[config.mk]
export PLATFORM = sky130hd
export DESIGN_NAME = inverter_fault_shutdown_logic
export DESIGN_NICKNAME = d
export VERILOG_FILES = /design/src/fault_pkg.sv /design/src/inverter_fault_shutdown_logic.sv /design/src/pin_sync.sv
export SDC_FILE = /design/constraint.sdc
export NUM_CORES = 1
export LEC_CHECK = 0
export ABC_AREA = 1
export BUFFER_PORTS_ARGS = -buffer_cell sky130_fd_sc_hd__buf_2
export CAP_MARGIN = 20
export CORE_MARGIN = 2
export CORE_UTILIZATION = 47
export DETAILED_ROUTE_END_ITERATION = 7
export PLACE_DENSITY = 0.68
export SLEW_MARGIN = 20
export SYNTH_ARGS = -nofsm -noshare
export SYNTH_HDL_FRONTEND = slang
export SYNTH_SLANG_ARGS = --single-unit
[constraint.sdc]
create_clock -name clk -period 1.3 [get_ports clk]
set_input_delay 0 -clock clk [delete_from_list [all_inputs] [get_ports clk]]
set_output_delay 0 -clock clk [all_outputs]
set_load 0.005 [all_outputs]
[src/fault_pkg.sv]
// Shared constants for the inverter fault and smart-shutdown logic
package fault_pkg;
    // System clock rate
    localparam int unsigned CLK_FREQ_MHZ = 25;
    // Number of phases driven
    localparam int unsigned PHASES = 3;
    // Hold times in their own unit, as printed
    localparam int unsigned OC_HOLD_NS = 20000;
    localparam int unsigned UV_HOLD_NS = 50000;
    // Least times round up to whole cycles
    localparam int unsigned OC_HOLD_CYC = (OC_HOLD_NS * CLK_FREQ_MHZ + 999) / 1000;
    localparam int unsigned UV_HOLD_CYC = (UV_HOLD_NS * CLK_FREQ_MHZ + 999) / 1000;
    // Width of the hold counter
    localparam int unsigned HOLD_W = 16;
    // Reset value of the synchronised shutdown line (idle high through pull-up)
    localparam logic LINE_RESET = 1'h1;
    // Reset value of the other synchronised inputs
    localparam logic IN_RESET = 1'h0;
    // Level driven on the shutdown line when the pull-down is enabled
    localparam logic PULL_LEVEL = 1'h0;

    // Fault state machine, one-hot
    typedef enum logic [3:0] {
        ST_RUN  = 4'h1,
        ST_OC   = 4'h2,
        ST_UV   = 4'h4,
        ST_WAIT = 4'h8
    } fault_state_e;
endpackage

[src/inverter_fault_shutdown_logic.sv]
// Fault management and smart shutdown for a three-phase gate driver
// What this block does
// - Any fault turns on the shutdown-line pull-down and forces all low-side gates low within five clock edges.
// - Only two faults exist: overcurrent from the sense comparator and supply undervoltage.
// - An overcurrent holds the pull-down for 20 us, or for the whole event if longer.
// - An undervoltage holds the pull-down at least 50 us unless an overcurrent takes over, and longer until the supply recovers.
// - Gates stay off whenever the shutdown line reads low, so outside hold time adds on.
// - A comparator trip enters shutdown and drives every gate output low.
// - The comparator trip turns gates off by a direct path, not through the shutdown line.
// - After overcurrent the pull-down stays on until the line is below unlatch level and time is up.
// - Once the line reads high again the gates follow the phase commands.
// - Phase commands are active high; a high level turns the matching gate on.
// - The unlatch level is a separate qualifier input meaning the line is below about 0.6 V.
`timescale 1ns/1ns
module inverter_fault_shutdown_logic
    import fault_pkg::*;
#(
    parameter int unsigned OC_CYCLES = OC_HOLD_CYC,
    parameter int unsigned UV_CYCLES = UV_HOLD_CYC
) (
    input wire logic clk,
    input wire logic rst_n,
    input wire logic faultClear,
    input wire logic [PHASES-1:0] highSideCommand,
    input wire logic [PHASES-1:0] lowSideCommand,
    input wire logic currentSenseInput,
    input wire logic undervoltageLockout,
    input wire logic sharedShutdownLineIn,
    input wire logic unlatchQualifier,
    output logic sharedShutdownLineOut,
    output logic sharedShutdownLineOe,
    output logic [PHASES-1:0] highSideGate,
    output logic [PHASES-1:0] lowSideGateOutputs,
    output logic faultActive
);
    localparam logic [HOLD_W-1:0] OC_LOAD = HOLD_W'(OC_CYCLES - 1);
    localparam logic [HOLD_W-1:0] UV_LOAD = HOLD_W'(UV_CYCLES - 1);

    logic [PHASES-1:0] highCmdSync;
    logic [PHASES-1:0] lowCmdSync;
    logic overcurrentFault;
    logic uvSync;
    logic lineSync;
    logic unlatchSync;

    fault_state_e state_q;
    fault_state_e state_d;
    logic [HOLD_W-1:0] holdCnt_q;
    logic [HOLD_W-1:0] holdCnt_d;
    logic pullOe_q;
    logic pullOe_d;
    logic [PHASES-1:0] highGate_q;
    logic [PHASES-1:0] highGate_d;
    logic [PHASES-1:0] lowGate_q;
    logic [PHASES-1:0] lowGate_d;

    // Synchronise all pins but faultClear; the line resets high since it idles on its pull-up
    pin_sync #(.WIDTH(2 * PHASES), .RESET_VAL('0)) u_cmd_sync (
        .clk(clk),
        .rst_n(rst_n),
        .din({highSideCommand, lowSideCommand}),
        .dout({highCmdSync, lowCmdSync})
    );
    pin_sync #(.WIDTH(3), .RESET_VAL({IN_RESET, IN_RESET, IN_RESET})) u_fault_sync (
        .clk(clk),
        .rst_n(rst_n),
        .din({currentSenseInput, undervoltageLockout, unlatchQualifier}),
        .dout({overcurrentFault, uvSync, unlatchSync})
    );
    pin_sync #(.WIDTH(1), .RESET_VAL(LINE_RESET)) u_line_sync (
        .clk(clk),
        .rst_n(rst_n),
        .din(sharedShutdownLineIn),
        .dout(lineSync)
    );

    // Fault sequencer: the hold counter counts down while a fault state is held
    always_comb begin
        state_d = state_q;
        holdCnt_d = (holdCnt_q != '0) ? holdCnt_q - HOLD_W'(1) : holdCnt_q;
        case (state_q)
            ST_RUN, ST_WAIT: begin
                if (overcurrentFault) begin
                    state_d = ST_OC;
                    holdCnt_d = OC_LOAD;
                end else if (uvSync) begin
                    state_d = ST_UV;
                    holdCnt_d = UV_LOAD;
                end else if (state_q == ST_WAIT && lineSync) begin
                    state_d = ST_RUN;
                end
            end
            ST_OC: begin
                // Hold runs from entry, so the pull-down stands for the longer of hold and event;
                // release also needs the line below the unlatch level
                if (!overcurrentFault && holdCnt_q == '0 && unlatchSync) begin
                    if (uvSync) begin
                        state_d = ST_UV;
                        holdCnt_d = UV_LOAD;
                    end else begin
                        state_d = ST_WAIT;
                    end
                end
            end
            ST_UV: begin
                if (overcurrentFault) begin
                    state_d = ST_OC;
                    holdCnt_d = OC_LOAD;
                end else if (!uvSync && holdCnt_q == '0) begin
                    state_d = ST_WAIT;
                end
            end
            default: begin
                state_d = ST_RUN;
            end
        endcase
        // A fault still seen wins over the clear, so the pull-down never drops under a fault
        if (faultClear && !overcurrentFault && !uvSync) begin
            state_d = ST_WAIT;
            holdCnt_d = '0;
        end
    end

    // Pull-down and gate registers follow the next state, so a fault acts on the very next edge
    always_comb begin
        pullOe_d = (state_d == ST_OC) || (state_d == ST_UV);
        // Gates run only in the run state with the line seen high
        if (state_d == ST_RUN && lineSync) begin
            highGate_d = highCmdSync;
            lowGate_d = lowCmdSync;
        end else begin
            highGate_d = '0;
            lowGate_d = '0;
        end
    end

    // State registers
    always_ff @(posedge clk or negedge rst_n) begin
        if (!rst_n) begin
            state_q <= ST_WAIT;
            holdCnt_q <= '0;
            pullOe_q <= 1'h0;
            highGate_q <= '0;
            lowGate_q <= '0;
        end else begin
            state_q <= state_d;
            holdCnt_q <= holdCnt_d;
            pullOe_q <= pullOe_d;
            highGate_q <= highGate_d;
            lowGate_q <= lowGate_d;
        end
    end

    // Raw comparator gates the outputs directly; waiting for the synchroniser
    // would add four cycles, and the gate register a fifth, to the turn-off delay
    assign highSideGate = highGate_q & {PHASES{~currentSenseInput}};
    assign lowSideGateOutputs = lowGate_q & {PHASES{~currentSenseInput}};
    assign sharedShutdownLineOe = pullOe_q;
    assign sharedShutdownLineOut = PULL_LEVEL;
    assign faultActive = pullOe_q;

    // Helper: cycles spent in the current fault state, for the hold-time checks
    logic [HOLD_W-1:0] age_q;
    always_ff @(posedge clk or negedge rst_n) begin
        if (!rst_n) begin
            age_q <= '0;
        end else if (state_d != state_q) begin
            age_q <= '0;
        end else if (age_q != '1) begin
            age_q <= age_q + HOLD_W'(1);
        end
    end
endmodule

[src/pin_sync.sv]
// Three-stage input synchroniser that accepts a change once stages two and three agree
`timescale 1ns/1ns
module pin_sync #(
    parameter int unsigned WIDTH = 1,
    parameter logic [WIDTH-1:0] RESET_VAL = '0
) (
    input wire logic clk,
    input wire logic rst_n,
    input wire logic [WIDTH-1:0] din,
    output logic [WIDTH-1:0] dout
);
    logic [WIDTH-1:0] s1_q;
    logic [WIDTH-1:0] s2_q;
    logic [WIDTH-1:0] s3_q;
    logic [WIDTH-1:0] out_q;
    logic [WIDTH-1:0] out_d;

    // Only agreeing bits of stages two and three update; stage one feeds stage two alone
    always_comb begin
        out_d = out_q;
        for (int i = 0; i < WIDTH; i++) begin
            if (s2_q[i] == s3_q[i]) begin
                out_d[i] = s3_q[i];
            end
        end
    end

    // Flop chain
    always_ff @(posedge clk or negedge rst_n) begin
        if (!rst_n) begin
            s1_q <= RESET_VAL;
            s2_q <= RESET_VAL;
            s3_q <= RESET_VAL;
            out_q <= RESET_VAL;
        end else begin
            s1_q <= din;
            s2_q <= s1_q;
            s3_q <= s2_q;
            out_q <= out_d;
        end
    end

    assign dout = out_q;
endmodule

### Yosys cells after proc, flatten, opt, wreduce, memory -nomap -nowiden

Index checks and enable logic that the tools add are counted.
W data, S select, Z words.

| storage, ports and cells | value |
|---|---|
| register bits after elaboration | 67 |
| bits of input ports | 13 |
| output and inout port bits | 9 |
| logic and storage cells | 76 |

| operators by class | value |
|---|---|
| add/subtract/negate cells | 1 |
| equal/unequal tests | 17 |
| muxes and demuxes | 18 |
| bitwise gates (word level) | 3 |
| reduce and logical (&&, ||, !) cells | 13 |

Operator list:

| cell | count |
|---|---|
| $mux W16 | 6 |
| $pmux W16 S3 | 1 |
| $mux W4 | 8 |
| $logic_not A16 Y1 | 1 |
| $reduce_bool A16 Y1 | 1 |
| $sub A16 B1 Y16 const B | 1 |
| $pmux W4 S3 | 1 |
| $eq A1 B1 Y1 | 10 |
| $eq A4 B1 Y1 const B | 2 |
| $eq A4 B2 Y1 const B | 2 |
| $eq A4 B3 Y1 const B | 2 |
| $logic_and A1 B1 Y1 | 7 |
| $and A3 B3 Y3 | 2 |
| $mux W3 | 2 |
| $eq A4 B4 Y1 const B | 1 |
| $logic_not A1 Y1 | 2 |
| $reduce_or A2 Y1 | 1 |
| $logic_or A1 B1 Y1 | 1 |
| $not A1 Y1 | 1 |

### Longest topological paths before layout

| depth | value |
|---|---|
| word-level depth | 10 |
| mapped depth | 11 |
| gate-level depth less buffers | 11 |

### By module

A second synthesis with hierarchy kept.

| unflattened totals | value |
|---|---|
| cell total of the unflattened synthesis | 298 |
| area, all modules | 2912.8 sq um |

By module, submodules not included:

| module | instances | cells an instance | area each (sq um) | sequential area each (sq um) |
|---|---|---|---|---|
| inverter_fault_shutdown_logic | 1 | 218 | 1744.2 | 676.9 |
| pin_sync (u_cmd_sync) | 1 | 48 | 698.2 | 600.6 |
| pin_sync (u_fault_sync) | 1 | 24 | 349.1 | 300.3 |
| pin_sync (u_line_sync) | 1 | 8 | 121.4 | 105.1 |

### Least setup slack after synthesis

No wires, ideal clock.

| timing | value |
|---|---|
| kind | register to register |
| start point | register holdCnt_q[0] |
| end point | register holdCnt_q[6] |
| setup time | 0.113 ns |
| data arrival time | 1.357 ns |
| required time | 1.187 ns |
| setup slack | -0.170 ns |
| cell stages (with the launch flop) | 12 |
| path buffers | 1 |
| clock period less this slack | 1.470 ns |
| path through | dfrtp_1 -> inv_1 -> ha_1 -> nand2_2 -> nor2_2 -> and2_1 -> buf_6 -> inv_4 -> nand2_1 -> nand3_1 -> nand2_1 -> inv_1 |

| between the ends | value |
|---|---|
| longest elaborated chain between the ends | 6 |
| elaborated cells between the ends (all ways) | 12 |
| those cells by class | add/sub (1); mux (7); reduce/logical (4) |

Ends and longest elaborated chain:

| item | line | source |
|---|---|---|
| from (decl) | inverter_fault_shutdown_logic.sv:48 | `logic [HOLD_W-1:0] holdCnt_q;` |
| from (signal assigned) | inverter_fault_shutdown_logic.sv:147 | `holdCnt_q <= holdCnt_d;` |
| $sub A16 B1 Y16, or another cell as far along | inverter_fault_shutdown_logic.sv:80 | `holdCnt_d = (holdCnt_q != '0) ? holdCnt_q - HOLD_W'(1) : holdCnt_q;` |
| $mux W16 / $logic_and A1 B1 Y1 (equally long branches) | inverter_fault_shutdown_logic.sv:80, inverter_fault_shutdown_logic.sv:96 |  |
| $mux W16 / $logic_and A1 B1 Y1 (equally long branches) | inverter_fault_shutdown_logic.sv:86, inverter_fault_shutdown_logic.sv:97, inverter_fault_shutdown_logic.sv:96 |  |
| $mux W16 (on tied branches) | inverter_fault_shutdown_logic.sv:96, inverter_fault_shutdown_logic.sv:83 |  |
| $pmux W16 S3 (*) | inverter_fault_shutdown_logic.sv:81 | `case (state_q)` |
| $mux W16 (*) | inverter_fault_shutdown_logic.sv:118 | `if (faultClear && !overcurrentFault && !uvSync) begin` |
| via holdCnt_d[6] | inverter_fault_shutdown_logic.sv:49 | `logic [HOLD_W-1:0] holdCnt_d;` |

The timed path passes the listed nets; every way through them passes the cells marked *.
A chain may end at the register's enable or synchronous reset.

### Worst setup path after layout

| timing | value |
|---|---|
| start point | register state_q[3] |
| end point | register lowGate_q[2] |

| between the ends | value |
|---|---|
| longest elaborated chain between the ends | 10 |
| elaborated cells between the ends (all ways) | 17 |
| those cells by class | eq/ne (5); mux (9); reduce/logical (3) |

Ends and longest elaborated chain:

| item | line | source |
|---|---|---|
| from (decl) | inverter_fault_shutdown_logic.sv:46 | `fault_state_e state_q;` |
| from (signal assigned) | inverter_fault_shutdown_logic.sv:146 | `state_q <= state_d;` |
| $eq A4 B4 Y1 | inverter_fault_shutdown_logic.sv:81, inverter_fault_shutdown_logic.sv:89 |  |
| $logic_and A1 B1 Y1 | inverter_fault_shutdown_logic.sv:89 | `end else if (state_q == ST_WAIT && lineSync) begin` |
| $mux W4 | inverter_fault_shutdown_logic.sv:89 |  |
| $mux W4 | inverter_fault_shutdown_logic.sv:86 | `end else if (uvSync) begin` |
| $mux W4 | inverter_fault_shutdown_logic.sv:83 | `if (overcurrentFault) begin` |
| $pmux W4 S3 (*) | inverter_fault_shutdown_logic.sv:81 |  |
| $mux W4 (*) | inverter_fault_shutdown_logic.sv:118 |  |
| $eq A4 B1 Y1 (*) | inverter_fault_shutdown_logic.sv:128 | `if (state_d == ST_RUN && lineSync) begin` |
| $logic_and A1 B1 Y1 (*) | inverter_fault_shutdown_logic.sv:128 |  |
| $mux W3 (*) | inverter_fault_shutdown_logic.sv:128 |  |
| via lowGate_d[2] | inverter_fault_shutdown_logic.sv:55 | `logic [PHASES-1:0] lowGate_d;` |
| to (signal assigned) | inverter_fault_shutdown_logic.sv:150 | `lowGate_q <= lowGate_d;` |
| to (decl) | inverter_fault_shutdown_logic.sv:54 | `logic [PHASES-1:0] lowGate_q;` |

Marked as above.

==> results.toml <==
[route]
route.detailed.drc = 0
drt_wl_total_um = 5780
post_drt_wl_per_cell_um = 13.1
vias_per_cell = 4.76
via_count = 2097
detail_route.first_pass.iterations = 4
ant_nets = 0
drt_iter0_drc = 106

[place]
dp_cells = 403
hpwl_um = 3820
io_buffers = 20
dpl-instance-area_sq_um = 3230
routabilityCongestion = 0.889

[logic_synthesis]
yosysTopAreaCell = "dfrtp_1"
synth_warnings = 0
synth.top_cell.area_share_pct = 55.6
syn_area_sq_um = 2790
netlist_top_cells_count = "dfrtp_1 (62), nor2_1 (44), nand2_1 (42)"
synth.most_common_cell = "dfrtp_1"
synth-main-ff-cell = "dfrtp_1"
synth_cell_type_count = 33
async_flop_share_pct = 100
synth_edf_count = 0
synth.avg_cell_area_sq_um = 9.93
synth-seq-area-share_pct = 60.3
synth_seq_cells = 67
syn-num-nets = 295
netlist_top_cells_area = "dfrtp_1 (56%), nor2_1 (5.9%), nand2_1 (5.7%)"
synth_cells = 281

[setup_path]
worstPathRequired_ps = 1580
path_cells = "nor2_4 > nand2_2 > nand2_4 > nor2_2 > inv_1 > o21ai_4 > nand3_4 > nor2_1"
end_kind = "register"
reg2reg_depth = 8
r2r-start = "state_q[3]"
slowest_stage = "dfstp_2"
critical_path_class = "register to register"
critPathBufInv = 1
cp_slowest_stage_delay_ps = 640
path_delay_family = "simple AND/OR/NAND/NOR gates"
crit_fanout = 6
regToRegSetupSlack_ps = -220
critPathArrivalTime_ps = 1800
critPathLaunchType = "register"
reg2reg_to = "lowGate_q[2]"

[sta]
finalHoldViolCount = 0
fin_ws_ps = -220
finalCritPeriodShare_pct = 117
maxSlewViolCount = 0
clock_skew_ps = 11.7
fin_crit_ps = 1520
fmax_mhz = 658
rsz0062_at_grt = "true"
setup_viol = 27

[global_routing]
grt_overflow = 0
grt_pass1_wl_um = 9280
grt_pass1_vias = 2106
grt_usage_pct = 19.3
grt_max_degree = 36
antenna_found_initial = 0

[floorplan]
fp.coreArea_sq_um = 5820
row_count = 28
die_area_sq_um = 6570
ios = 22
initial_core_util_pct = 48.0
die_h_um = 81.0
die_x_um = 81.0

[run_status]
status = "finished with violations"
violations = "negative setup slack"

[power]
power_density_nw_per_um2 = 1900
vdd_drop_max_mv = 1.18
p_leak_uw = 0.00190

[cts]
cts_tree = "done"
clk_pin_slew_worst_paths_ps = 80
cts_made_buffers = 9
cts-root-buf = "clkbuf_8"
htreeDepth = 3
clk_path_buf_depth = 2
clk_latency_ps = 340
cts_sinks = 67

[cells_and_area]
nets = 375
area_delta_synth_final_pct = 36.5
stdcell_count = 441
seqCellArea_sq_um = 1680
final.fill_count = 480
stdcell_area_sq_um = 3810
multi_input_area_sq_um = 1140
drive_above_1_share_pct = 40.4
diodes = 0

[hold_path]
holdPathEnd = "state_q[3]"
holdPathStages = 4
hold_path.class = "input pin to register"
worstHoldStart = "faultClear"

[flow_run]
max_cap_violations = 0
[report_power, final]
part           switching, uW  leakage, uW  internal [uW]
logic                   1610     0.000996           1330
clock network            867    0.0000925            724
registers                265     0.000808           2430
total                   2740      0.00190           4490
[layout by cell type (no fill, tap or decap), types with 10 or more instances in the layout]
cell | Yosys | layout
dfrtp_1 | 62 | 62
buf_4 | 3 | 41
nand2_1 | 42 | 35
inv_1 | 37 | 33
nor2_1 | 44 | 30
buf_2 | 1 | 20
nor2_2 | 5 | 12
dlygate4sd3_1 | 0 | 11
nand2_2 | 6 | 10
nand3_1 | 17 | 10
maj3_1 | 10 | 10
[flip-flops by register name, indices dropped and copies added, names as in the netlist]
| signal | count |
|---|---|
| u_cmd_sync.s3_q | 6 |
| u_cmd_sync.dout | 6 |
| u_line_sync.s2_q | 1 |
| u_line_sync.s1_q | 1 |
| u_fault_sync.dout | 3 |
| u_fault_sync.s2_q | 3 |
| u_line_sync.s3_q | 1 |
| highGate_q | 3 |
| u_fault_sync.s3_q | 3 |
| holdCnt_q | 16 |
| faultActive | 1 |
| lowGate_q | 3 |
| u_fault_sync.s1_q | 3 |
| u_line_sync.dout | 1 |
| u_cmd_sync.s1_q | 6 |
| u_cmd_sync.s2_q | 6 |
| state_q | 4 |
[worst max path at each step]
stage            startpoint  cells past startpoint      endpoint  slack, ps
3_3_place_gp   holdCnt_q[5]                      6  holdCnt_q[9]       -170
3_5_place_dp     state_q[3]                      6  lowGate_q[0]       -210
2_1_floorplan  holdCnt_q[4]                     10  holdCnt_q[6]        -50
6_report         state_q[3]                      8  lowGate_q[2]       -220
4_1_cts          state_q[3]                      8  holdCnt_q[2]       -200
5_1_grt          state_q[3]                      9  holdCnt_q[8]       -300
[layout make-up]
type / count / share of cell area [%]
clock buffer: 9 / 3.25
sequential: 67 / 44.2
clock inverter: 7 / 1.54
inverter: 41 / 4.27
multi-input combinational: 168 / 29.8
timing repair buffer: 74 / 14.4
tap: 75 / 2.46
[worst min-delay path, cell delays in order]
cell	delay (ps)
buf_2	100
nand3_1	90
buf_4	160
nand3_1	90
[through the flow]
stage | TNS, ps | hold WS (ps) | power [uW] | setup WS [ps] | utilization [%]
floorplan | -224 | -296 | 4150 | -50.1 | -
global placement | -2850 | -56.4 | 4880 | -169 | 55.6
detailed placement | -3410 | -54.8 | 4930 | -207 | 55.6
CTS | -3690 | 83.5 | 6910 | -198 | 63.1
global route | -7050 | 143 | 7710 | -302 | 65.5
finish | -4730 | 96.1 | 7230 | -220 | 65.5
[cell families after synthesis]
group,Yosys count,share of synthesized area (%)
XOR/XNOR,12,3.77
other,1,0.134
flip-flops,67,60.3
AND/OR/NAND/NOR,130,21.8
buffers and inverters,46,7.04
AO/OA/AOI/OAI,14,2.83
adder cells (fa/ha/maj),11,4.04
[routing by layer]
layer | track usage, % | part of all wire (%) | vias up
li1 | - | - | 1032
met1 | 22.6 | 43 | 1011
met2 | 32.6 | 52 | 38
met3 | 3.67 | 2.6 | 16
met4 | 11.7 | 2.5 | 0
met5 | 0 | 0 | -
[what timing repair did]
action                                  in CTS  in global routing
endpoints found under the setup margin      26                 27
pin swaps                                   18                 20
hold buffers                                11                  0
hold endpoints to repair                    72                  0
gates resized for setup                     26                 27
buffers inserted                             8                  3
Note: power is estimated with default switching activity, not from simulation.
